File: config.mk
export PLATFORM = sky130hd
export DESIGN_NAME = vsc_top
export DESIGN_NICKNAME = d
export VERILOG_FILES = /design/src/logic/vsc_pkg.sv /design/src/logic/vsc_top.sv
export VERILOG_INCLUDE_DIRS = /design/src /design/src/logic
export SDC_FILE = /design/constraint.sdc
export NUM_CORES = 1
export LEC_CHECK = 0
export ABC_AREA = 0
export BUFFER_PORTS_ARGS = -buffer_cell sky130_fd_sc_hd__buf_4
export CAP_MARGIN = 20
export CORE_UTILIZATION = 45
export CTS_BUF_LIST = sky130_fd_sc_hd__clkbuf_8
export DETAILED_ROUTE_END_ITERATION = 10
export PLACE_DENSITY = 0.65
export REMOVE_ABC_BUFFERS = 1
export SETUP_SLACK_MARGIN = 0.05
export SLEW_MARGIN = 20
export SYNTH_ARGS = -nofsm -noshare
export SYNTH_HDL_FRONTEND = slang
export SYNTH_SLANG_ARGS = --single-unit
File: constraint.sdc
create_clock -name clk -period 3.9 [get_ports clk]
set_clock_uncertainty 0.2 [all_clocks]
set_input_delay 0.78 -clock clk [delete_from_list [all_inputs] [get_ports clk]]
set_output_delay 0.78 -clock clk [all_outputs]
set_load 0.01 [all_outputs]
File: src/logic/vsc_defs.svh
`ifndef VSC_DEFS_SVH
`define VSC_DEFS_SVH

// Clock rate
`define VSC_CLK_MHZ 100

// Timeout select locations, written by address only
`define VSC_TSEL_BASE 32'hfe3a0000
`define VSC_TSEL_B0_CLR 32'hfe3a0000
`define VSC_TSEL_B0_SET 32'hfe3a0001
`define VSC_TSEL_B1_CLR 32'hfe3a0002
`define VSC_TSEL_B1_SET 32'hfe3a0003
`define VSC_TSEL_RESET 2'h0

// Status readback location
`define VSC_STATUS_ADDR 32'hfe3a0010

// Interrupt control locations
`define VSC_SYSFAIL_EN_ADDR 32'hfe28003b
`define VSC_SYSFAIL_DIS_ADDR 32'hfe28003f
`define VSC_GRP7_CPUX_ADDR 32'hfe394001
`define VSC_GRP7_CPUY_ADDR 32'hfe39c001

// Status field positions
`define VSC_ST_ACTIVE 0
`define VSC_ST_RR 1
`define VSC_ST_TSEL_LO 2
`define VSC_ST_SYSFAIL_EN 4
`define VSC_ST_GRP_X 5
`define VSC_ST_GRP_Y 6
`define VSC_ST_OWNED 7

// Times in nanoseconds and derived cycle counts (round up)
`define VSC_ARB_TO_NS 10000
`define VSC_BERR_32US_NS 32000
`define VSC_BERR_256US_NS 256000
`define VSC_BERR_1MS_NS 1000000
`define VSC_ACFAIL_DLY_NS 100000
`define VSC_SYSRST_HOLD_NS 200000
`define VSC_NS2CYC(ns) (((ns) * `VSC_CLK_MHZ + 999) / 1000)
`define VSC_ARB_TO_CYC `VSC_NS2CYC(`VSC_ARB_TO_NS)
`define VSC_BERR_32US_CYC `VSC_NS2CYC(`VSC_BERR_32US_NS)
`define VSC_BERR_256US_CYC `VSC_NS2CYC(`VSC_BERR_256US_NS)
`define VSC_BERR_1MS_CYC `VSC_NS2CYC(`VSC_BERR_1MS_NS)
`define VSC_ACFAIL_DLY_CYC `VSC_NS2CYC(`VSC_ACFAIL_DLY_NS)
`define VSC_SYSRST_HOLD_CYC `VSC_NS2CYC(`VSC_SYSRST_HOLD_NS)

`endif

File: src/logic/vsc_pkg.sv
`default_nettype none
package vsc_pkg;

    typedef enum logic [1:0] {
        VSC_ARB_IDLE,
        VSC_ARB_GRANT,
        VSC_ARB_OWNED
    } vsc_arb_state_t;

    // Timeout select code {second bit, first bit}
    typedef enum logic [1:0] {
        VSC_TO_32US = 2'h0,
        VSC_TO_256US = 2'h1,
        VSC_TO_1MS = 2'h2,
        VSC_TO_NEVER = 2'h3
    } vsc_tsel_t;

    typedef struct packed {
        logic [31:0] addr;
        logic [7:0] wdata;
        logic wr;
        logic rd;
    } vsc_regbus_t;

    typedef struct packed {
        logic [3:0] req;
        logic busy;
    } vsc_arb_in_t;

endpackage : vsc_pkg
`default_nettype wire

File: src/logic/vsc_top.sv
// Contract
// - Controller functions only in first slot; acfail and parity level 7 interrupts are not gated by slot
// - Force-disable input suppresses all controller functions; acfail and parity level 7 interrupts still reach the CPUs
// - Four request levels, priority or round-robin
// - Priority mode grants highest level, 3 first
// - Round-robin examines next level after release
// - Round-robin skips levels without pending request
// - Mode input high selects round-robin
// - Only one arbiter active on backplane
// - Arbitration cycle times out after 10 us
// - Wired-or acknowledge drives first daisy output
// - Bus error when strobes exceed timeout
// - Timeout is 32 us after power-up or board reset, kept through power-fail reset
// - Four address locations set/clear select bits
// - Select writes ignore the data value
// - System reset at power-up, board reset, power-fail
// - Drive system clock from 16 MHz oscillator
// - Only one board drives system clock
// - SysFail interrupt off by default, write-controlled
// - SysFail in level 7 group, group enable
// - Level 7 group steered to one CPU
`include "vsc_defs.svh"
`default_nettype none
module vsc_top #(
    parameter logic [19:0] BERR_256US_CYC = 20'(`VSC_BERR_256US_CYC),
    parameter logic [19:0] BERR_1MS_CYC = 20'(`VSC_BERR_1MS_CYC),
    parameter logic [19:0] ACFAIL_DLY_CYC = 20'(`VSC_ACFAIL_DLY_CYC),
    parameter logic [19:0] SYSRST_HOLD_CYC = 20'(`VSC_SYSRST_HOLD_CYC)
) (
    input wire logic clk,
    input wire logic rst_n,
    input wire vsc_pkg::vsc_regbus_t regbus,
    output logic [7:0] rdata,
    input wire logic slot1_detect,
    input wire logic cfg_force_disable,
    input wire logic cfg_round_robin,
    input wire vsc_pkg::vsc_arb_in_t arb_in,
    output logic [3:0] bus_grant,
    input wire logic iack_in,
    output logic iack_chain_out,
    input wire logic ds0,
    input wire logic ds1,
    output logic berr_o,
    output logic berr_oe,
    input wire logic board_reset_in,
    input wire logic acfail_in,
    output logic sysreset_o,
    output logic sysreset_oe,
    input wire logic osc16_in,
    output logic sysclk_o,
    output logic sysclk_oe,
    input wire logic sysfail_in,
    input wire logic parity_err_in,
    output logic irq7_cpu_x,
    output logic irq7_cpu_y
);

    localparam logic [9:0] ARB_TO_CYC = 10'(`VSC_ARB_TO_CYC);
    localparam logic [19:0] BERR_32US_CYC = 20'(`VSC_BERR_32US_CYC);

    logic slot_reg;
    logic captured_reg;
    logic active_reg;
    vsc_pkg::vsc_arb_state_t state_reg;
    logic [1:0] grant_lvl_reg;
    logic grant_on_reg;
    logic [1:0] last_reg;
    logic [9:0] arb_cnt_reg;
    logic [1:0] tsel_reg;
    logic [19:0] ds_cnt_reg;
    logic berr_reg;
    logic [19:0] berr_limit;
    logic ds_any;
    logic iack_reg;
    logic sysreset_reg;
    logic [19:0] hold_cnt_reg;
    logic [19:0] acf_cnt_reg;
    logic acf_done_reg;
    logic acf_fire;
    logic sysfail_en_reg;
    logic grp_x_reg;
    logic grp_y_reg;
    logic irq_x_reg;
    logic irq_y_reg;
    logic [7:0] rdata_reg;
    logic [1:0] pick_lvl;
    wire logic [3:0] req = arb_in.req;
    wire logic wr = regbus.wr;
    wire logic [31:0] addr = regbus.addr;

    // Slot detection caught once after reset release
    always_ff @(posedge clk) begin
        if (!rst_n) begin
            slot_reg <= 1'b0;
            captured_reg <= 1'b0;
        end else if (!captured_reg) begin
            slot_reg <= slot1_detect;
            captured_reg <= 1'b1;
        end
    end

    always_ff @(posedge clk) begin
        if (!rst_n) begin
            active_reg <= 1'b0;
        end else begin
            active_reg <= slot_reg & captured_reg & ~cfg_force_disable;
        end
    end

    // Level selection for the next grant
    function automatic logic [1:0] vsc_pick(input logic [3:0] r, input logic rr,
                                            input logic [1:0] last);
        logic [1:0] sel;
        logic found;
        logic [1:0] idx;
        sel = 2'h0;
        found = 1'b0;
        idx = 2'h0;
        for (int i = 0; i < 4; i++) begin
            if (!rr && r[i]) begin
                sel = 2'(i);
            end
        end
        for (int i = 1; i <= 4; i++) begin
            idx = last + 2'(i);
            if (rr && r[idx] && !found) begin
                sel = idx;
                found = 1'b1;
            end
        end
        return sel;
    endfunction : vsc_pick
    assign pick_lvl = vsc_pick(req, cfg_round_robin, last_reg);

    always_ff @(posedge clk) begin
        if (!rst_n || !active_reg) begin
            state_reg <= vsc_pkg::VSC_ARB_IDLE;
            grant_on_reg <= 1'b0;
            grant_lvl_reg <= 2'h0;
            last_reg <= 2'h0;
            arb_cnt_reg <= 10'h0;
        end else begin
            case (state_reg)
                vsc_pkg::VSC_ARB_IDLE: begin
                    arb_cnt_reg <= 10'h0;
                    if (req != 4'h0) begin
                        grant_on_reg <= 1'b1;
                        grant_lvl_reg <= pick_lvl;
                        last_reg <= pick_lvl;
                        state_reg <= vsc_pkg::VSC_ARB_GRANT;
                    end
                end
                vsc_pkg::VSC_ARB_GRANT: begin
                    if (arb_in.busy) begin
                        grant_on_reg <= 1'b0;
                        state_reg <= vsc_pkg::VSC_ARB_OWNED;
                    end else if (arb_cnt_reg == ARB_TO_CYC - 10'h1) begin
                        grant_on_reg <= 1'b0;
                        state_reg <= vsc_pkg::VSC_ARB_IDLE;
                    end else begin
                        arb_cnt_reg <= arb_cnt_reg + 10'h1;
                    end
                end
                vsc_pkg::VSC_ARB_OWNED: begin
                    if (!arb_in.busy) begin
                        state_reg <= vsc_pkg::VSC_ARB_IDLE;
                    end
                end
                default: begin
                    state_reg <= vsc_pkg::VSC_ARB_IDLE;
                    grant_on_reg <= 1'b0;
                end
            endcase
        end
    end

    for (genvar g = 0; g < 4; g++) begin : g_grant
        assign bus_grant[g] = grant_on_reg && (grant_lvl_reg == 2'(g));
    end

    // Acknowledge daisy chain
    always_ff @(posedge clk) begin
        if (!rst_n) begin
            iack_reg <= 1'b0;
        end else begin
            iack_reg <= active_reg & iack_in;
        end
    end
    assign iack_chain_out = iack_reg;

    // Timeout select, address decode only
    always_ff @(posedge clk) begin
        if (!rst_n || board_reset_in) begin
            tsel_reg <= `VSC_TSEL_RESET;
        end else if (wr) begin
            case (addr)
                `VSC_TSEL_B0_CLR: tsel_reg[0] <= 1'b0;
                `VSC_TSEL_B0_SET: tsel_reg[0] <= 1'b1;
                `VSC_TSEL_B1_CLR: tsel_reg[1] <= 1'b0;
                `VSC_TSEL_B1_SET: tsel_reg[1] <= 1'b1;
                default: tsel_reg <= tsel_reg;
            endcase
        end
    end

    always_comb begin
        case (vsc_pkg::vsc_tsel_t'(tsel_reg))
            vsc_pkg::VSC_TO_32US: berr_limit = BERR_32US_CYC;
            vsc_pkg::VSC_TO_256US: berr_limit = BERR_256US_CYC;
            vsc_pkg::VSC_TO_1MS: berr_limit = BERR_1MS_CYC;
            default: berr_limit = 20'h0;
        endcase
    end

    assign ds_any = ds0 | ds1;
    always_ff @(posedge clk) begin
        if (!rst_n || !active_reg || !ds_any) begin
            ds_cnt_reg <= 20'h0;
            berr_reg <= 1'b0;
        end else if (tsel_reg != 2'(vsc_pkg::VSC_TO_NEVER)) begin
            if (ds_cnt_reg >= berr_limit - 20'h1) begin
                berr_reg <= 1'b1;
            end else begin
                ds_cnt_reg <= ds_cnt_reg + 20'h1;
            end
        end
    end
    assign berr_o = 1'b0;
    assign berr_oe = berr_reg;

    // Power-fail delay
    always_ff @(posedge clk) begin
        if (!rst_n || !acfail_in) begin
            acf_cnt_reg <= 20'h0;
            acf_done_reg <= 1'b0;
        end else if (!acf_done_reg) begin
            if (acf_cnt_reg == ACFAIL_DLY_CYC - 20'h1) begin
                acf_done_reg <= 1'b1;
            end else begin
                acf_cnt_reg <= acf_cnt_reg + 20'h1;
            end
        end
    end
    assign acf_fire = acfail_in && !acf_done_reg && (acf_cnt_reg == ACFAIL_DLY_CYC - 20'h1);

    always_ff @(posedge clk) begin
        if (!rst_n) begin
            sysreset_reg <= 1'b1;
            hold_cnt_reg <= 20'h0;
        end else if (board_reset_in || acf_fire) begin
            sysreset_reg <= 1'b1;
            hold_cnt_reg <= 20'h0;
        end else if (sysreset_reg) begin
            if (hold_cnt_reg == SYSRST_HOLD_CYC - 20'h1) begin
                sysreset_reg <= 1'b0;
            end else begin
                hold_cnt_reg <= hold_cnt_reg + 20'h1;
            end
        end
    end
    assign sysreset_o = 1'b0;
    assign sysreset_oe = sysreset_reg & active_reg;

    // Buffered oscillator onto the backplane clock
    assign sysclk_o = osc16_in & active_reg;
    assign sysclk_oe = active_reg;

    // SysFail enable and level 7 group steering
    always_ff @(posedge clk) begin
        if (!rst_n || board_reset_in) begin
            sysfail_en_reg <= 1'b0;
        end else if (wr && addr == `VSC_SYSFAIL_EN_ADDR) begin
            sysfail_en_reg <= 1'b1;
        end else if (wr && addr == `VSC_SYSFAIL_DIS_ADDR) begin
            sysfail_en_reg <= 1'b0;
        end
    end

    always_ff @(posedge clk) begin
        if (!rst_n || board_reset_in) begin
            grp_x_reg <= 1'b0;
            grp_y_reg <= 1'b0;
        end else if (wr && (addr == `VSC_GRP7_CPUX_ADDR || addr == `VSC_GRP7_CPUY_ADDR)) begin
            grp_x_reg <= (addr == `VSC_GRP7_CPUX_ADDR);
            grp_y_reg <= (addr == `VSC_GRP7_CPUY_ADDR);
        end
    end

    always_ff @(posedge clk) begin
        if (!rst_n) begin
            irq_x_reg <= 1'b0;
            irq_y_reg <= 1'b0;
        end else begin
            irq_x_reg <= grp_x_reg & (acfail_in | parity_err_in |
                         (sysfail_in & sysfail_en_reg & active_reg));
            irq_y_reg <= grp_y_reg & (acfail_in | parity_err_in |
                         (sysfail_in & sysfail_en_reg & active_reg));
        end
    end
    assign irq7_cpu_x = irq_x_reg;
    assign irq7_cpu_y = irq_y_reg;

    // Status readback, zero elsewhere and outside the answer cycle
    always_ff @(posedge clk) begin
        if (!rst_n) begin
            rdata_reg <= 8'h00;
        end else if (regbus.rd && addr == `VSC_STATUS_ADDR) begin
            rdata_reg <= 8'h00;
            rdata_reg[`VSC_ST_ACTIVE] <= active_reg;
            rdata_reg[`VSC_ST_RR] <= cfg_round_robin;
            rdata_reg[`VSC_ST_TSEL_LO +: 2] <= tsel_reg;
            rdata_reg[`VSC_ST_SYSFAIL_EN] <= sysfail_en_reg;
            rdata_reg[`VSC_ST_GRP_X] <= grp_x_reg;
            rdata_reg[`VSC_ST_GRP_Y] <= grp_y_reg;
            rdata_reg[`VSC_ST_OWNED] <= (state_reg == vsc_pkg::VSC_ARB_OWNED);
        end else begin
            rdata_reg <= 8'h00;
        end
    end
    assign rdata = rdata_reg;

    // Same cycle: active rises two edges after release, grants are cleared while it is low
    active_gate_a: assert property (@(posedge clk) disable iff (!rst_n)
        !active_reg |-> (bus_grant == 4'h0 && !sysclk_oe))
        else $error("grant or clock while inactive");
    one_grant_a: assert property (@(posedge clk) disable iff (!rst_n)
        $onehot0(bus_grant))
        else $error("more than one grant");
    prio_top_a: assert property (@(posedge clk) disable iff (!rst_n)
        (active_reg && state_reg == vsc_pkg::VSC_ARB_IDLE && !cfg_round_robin && req[3])
        |=> bus_grant[3])
        else $error("level 3 not granted first");
    rr_skip_a: assert property (@(posedge clk) disable iff (!rst_n)
        (active_reg && state_reg == vsc_pkg::VSC_ARB_IDLE && cfg_round_robin && req != 4'h0)
        |=> (bus_grant != 4'h0 && (bus_grant & ~$past(req)) == 4'h0))
        else $error("rotation granted an idle level");
    arb_timeout_a: assert property (@(posedge clk) disable iff (!rst_n)
        (state_reg == vsc_pkg::VSC_ARB_GRANT && !arb_in.busy &&
         arb_cnt_reg == ARB_TO_CYC - 10'h1) |=> (bus_grant == 4'h0))
        else $error("grant not withdrawn on timeout");
    iack_follow_a: assert property (@(posedge clk) disable iff (!rst_n)
        active_reg |=> (iack_chain_out == $past(iack_in)))
        else $error("acknowledge chain not following");
    berr_release_a: assert property (@(posedge clk) disable iff (!rst_n)
        !ds_any |=> !berr_oe)
        else $error("bus error held without strobe");
    berr_never_a: assert property (@(posedge clk) disable iff (!rst_n)
        (tsel_reg == 2'h3) |-> !$rose(berr_oe))
        else $error("bus error in never setting");
    tsel_set_a: assert property (@(posedge clk) disable iff (!rst_n)
        (wr && addr == `VSC_TSEL_B0_SET && !board_reset_in) |=> tsel_reg[0])
        else $error("select bit not set by address");
    reset_gen_a: assert property (@(posedge clk) disable iff (!rst_n)
        board_reset_in |=> sysreset_reg [*2])
        else $error("system reset not generated");
    sysfail_dis_a: assert property (@(posedge clk) disable iff (!rst_n)
        (wr && addr == `VSC_SYSFAIL_DIS_ADDR) |=> !sysfail_en_reg)
        else $error("sysfail not disabled");
    group_gate_a: assert property (@(posedge clk) disable iff (!rst_n)
        !grp_x_reg |=> !irq7_cpu_x)
        else $error("group interrupt while disabled");
    steer_excl_a: assert property (@(posedge clk) disable iff (!rst_n)
        !(grp_x_reg && grp_y_reg))
        else $error("group steered to both cpus");

endmodule : vsc_top
`default_nettype wire

==> results by group <==
Run status
  – Status: finished with violations
  – Failing checks: DRC

Yosys
  – Sequential fraction of the synthesis area: 35.9%
  – Synth area leaders: dfxtp_1, ha_1, xor2_1, nor2_1, nand2_1
  – Yosys cell types: 63
  – Yosys Warn Count: 0
  – Post-synth top area share: 35.9%
  – Synth Register Bits: 97
  – Synth Instances: 630
  – Area leader, netlist: dfxtp_1
  – Cell with the most instances after synthesis: dfxtp_1
  – Top FF cell, synth: dfxtp_1
  – Post-synth EDFFs: 0
  – Cell Area, Synth: 5410 um2
  – Async S/R FF share, synth: 0%
  – Top cells by count, synth: dfxtp_1, nor2_1, nand2_1
  – Syn avg cell area: 8.59 um2

Timing
  – Setup TNS: 0 ns
  – Max-slew violation count: 0
  – Fin Hold WS: 0.260 ns
  – RSZ-0062 raised after global routing: no
  – Setup violators final: 0
  – Slew @ Worst Pin: 0.835 ns
  – Slew margin rel.: 44.1%
  – Final min period: 3.25 ns
  – Hold Vio Cnt, Final: 0
  – Max frequency: 0.308 GHz
  – Setup WS post-layout: 0.651 ns
  – Period utilisation layout: 83.3%

Hold path
  – Hold crit path type: flip-flop to flip-flop

Power
  – Max IR drop VDD: 0.211 mV
  – Leak: 2.27 nW
  – Pwr per Cell Area: 276 nW/um2

Worst setup path
  – Worst path max stage delay: 0.56 ns
  – Critical path cell sequence: inv_1 > ha_1 > xnor2_1 > ha_1 > a21oi_1 > o21ai_0 > a211o_1 > or4_1 > a21oi_1
  – Worst path required time: 4.00 ns
  – Worst path slowest cell: a211o_1
  – Crit-path max FO: 19
  – Worst EP arrival: 3.34 ns
  – WS Path Type: flip-flop to flip-flop
  – Worst Setup Start Kind: flip-flop
  – CP Capture Type: flip-flop

Global route
  – Pin count of the biggest net entering global routing: 30
  – Number of global-route vias before repair: 4503
  – GR Overflow Total: 0
  – GRT Overall Usage: 20.3%
  – Antenna violations before repair: 0
  – First-pass GRT wire length: 21000 um

Detailed routing
  – Routed vias/inst: 5.77
  – Post-route ant nets: 0
  – Via count: 4797
  – Wirelength per Cell: 14.7 um
  – DRT iter0 DRCs: 312
  – WL final: 12200 um
  – DRT Pass-1 Iters: 10
  – Remaining DRCs: 3

Floorplanning
  – Die span in y: 112 um
  – Core footprint: 11600 um2
  – Std cell rows: 39
  – Starting Density: 46.8%
  – Die area: 12500 um2
  – Io pins: 81
  – Die width: 112 um

Clocking
  – Post-CTS setup buffer count: 0
  – CTS tree: built
  – CTS HTree Levels: 3
  – CTS Hold Bufs: 0
  – Skew-Pair Late Insertion Delay: 0.36 ns
  – CTS Buf Count: 9
  – Clock Tree Buf Depth: 2
  – Root Driver: clkbuf_8
  – CTS resizes: 0
  – TritonCTS Sinks: 97
  – Clock-pin slew on the worst setup and hold paths: 0.09 ns

Placement
  – Gp weighted congestion: 0.891
  – Pre-CTS WS: 0.666 ns
  – Port Buffers: 70
  – DP HPWL: 8980 um

Layout
  – Final Net Count: 772
  – Area Growth Syn to Fin: 14.3%
  – Share of cells above drive strength 1: 14.1%
  – Diodes inserted: 0

Run
  – Maximum capacitance violations: 0
==> metrics by stage <==
stage	total power, mW	cells	util (%)	cell area (um2)
global placement	1.12	815	51.9	6000
detailed placement	1.12	815	51.9	6000
finish	1.70	831	53.5	6180
global route	1.79	831	53.5	6180
floorplan	1.06	599	-	5270
CTS	1.72	831	53.5	6180
==> area by class of cell <==
type / count / area (um2)
Clock buffer: 11 / 151
Clock inverter: 5 / 31.3
Fill cell: 1078 / 5380
Inverter: 13 / 48.8
Multi-Input combinational cell: 489 / 3280
Sequential cell: 97 / 1940
Tap cell: 143 / 179
Timing Repair Buffer: 73 / 548
==> path summary, 6_finish.rpt <==
check / startpoint / end / slack, ns / depth (start not counted)
max: tsel_reg[0] / ds_cnt_reg[10] / 0.65 / 9
min: slot_reg / sysclk_oe / 0.26 / 2
max reg2reg: tsel_reg[0] / ds_cnt_reg[10] / 0.65 / 9
min reg2reg: slot_reg / sysclk_oe / 0.26 / 2
==> cells in the final DEF, fill, tap and decap left out, types with 3 or more instances in the layout <==
cell	n
o211ai_1	5
o2111ai_1	5
o21ai_0	20
nand2b_1	10
or4_1	8
nor4b_1	6
xnor2_1	11
o31ai_1	8
buf_4	73
xor2_1	24
a211oi_1	6
inv_1	14
a31o_2	3
mux2i_1	17
nor4_1	16
and3_1	19
nor2_1	52
a22oi_1	3
nor3b_1	4
nor3_1	11
and4_1	14
a2111oi_0	6
nand4_1	26
nor2b_1	5
o21a_1	4
or3_1	17
dfxtp_1	97
clkbuf_8	11
nand2_1	46
and2_1	18
a21oi_1	33
nand3_1	25
nor4bb_1	5
ha_1	29
==> cell families (layout without fill, tap and decap cells) <==
logic type / count (synthesis) / in the layout / share of synthesized area, %
AND/OR/NAND/NOR: 287 / 287 / 29.6
AO/OA/AOI/OAI: 116 / 116 / 14.4
flip-flops: 97 / 97 / 35.9
other: 1 / 2 / 0.0693
XOR/XNOR: 35 / 35 / 5.66
adder cells (fa/ha/maj): 29 / 29 / 6.71
buffers and inverters: 45 / 102 / 3.51
multiplexers: 20 / 20 / 4.18
==> per-layer routing <==
metal / GRT usage [%] / wire [um] / vias up
met5: 0 / 0 / -
met4: 5.59 / 130 / 0
li1: - / - / 2443
met2: 33.6 / 5720 / 101
met3: 4.14 / 483 / 12
met1: 26.8 / 5900 / 2241
==> critical path, delay by kind of cell, from the launching register on <==
family                     cells  cell delay (ns)
AOI/OAI and AO/OA              4             1.05
buffers and inverters          1             0.13
and+or+nand+nor                1             0.54
xor gates and xnor gates       1             0.24
DFF                            1             0.44
adders and majority gates      2             0.58
==> where the power goes <==
| part | internal, mW | switching, mW |
|---|---|---|
| Combinational | 0.0523 | 0.0459 |
| Clock | 0.265 | 0.344 |
| Sequential | 0.993 | 0.00392 |
| Total | 1.31 | 0.394 |
Note: power is estimated with default switching activity, not from simulation.
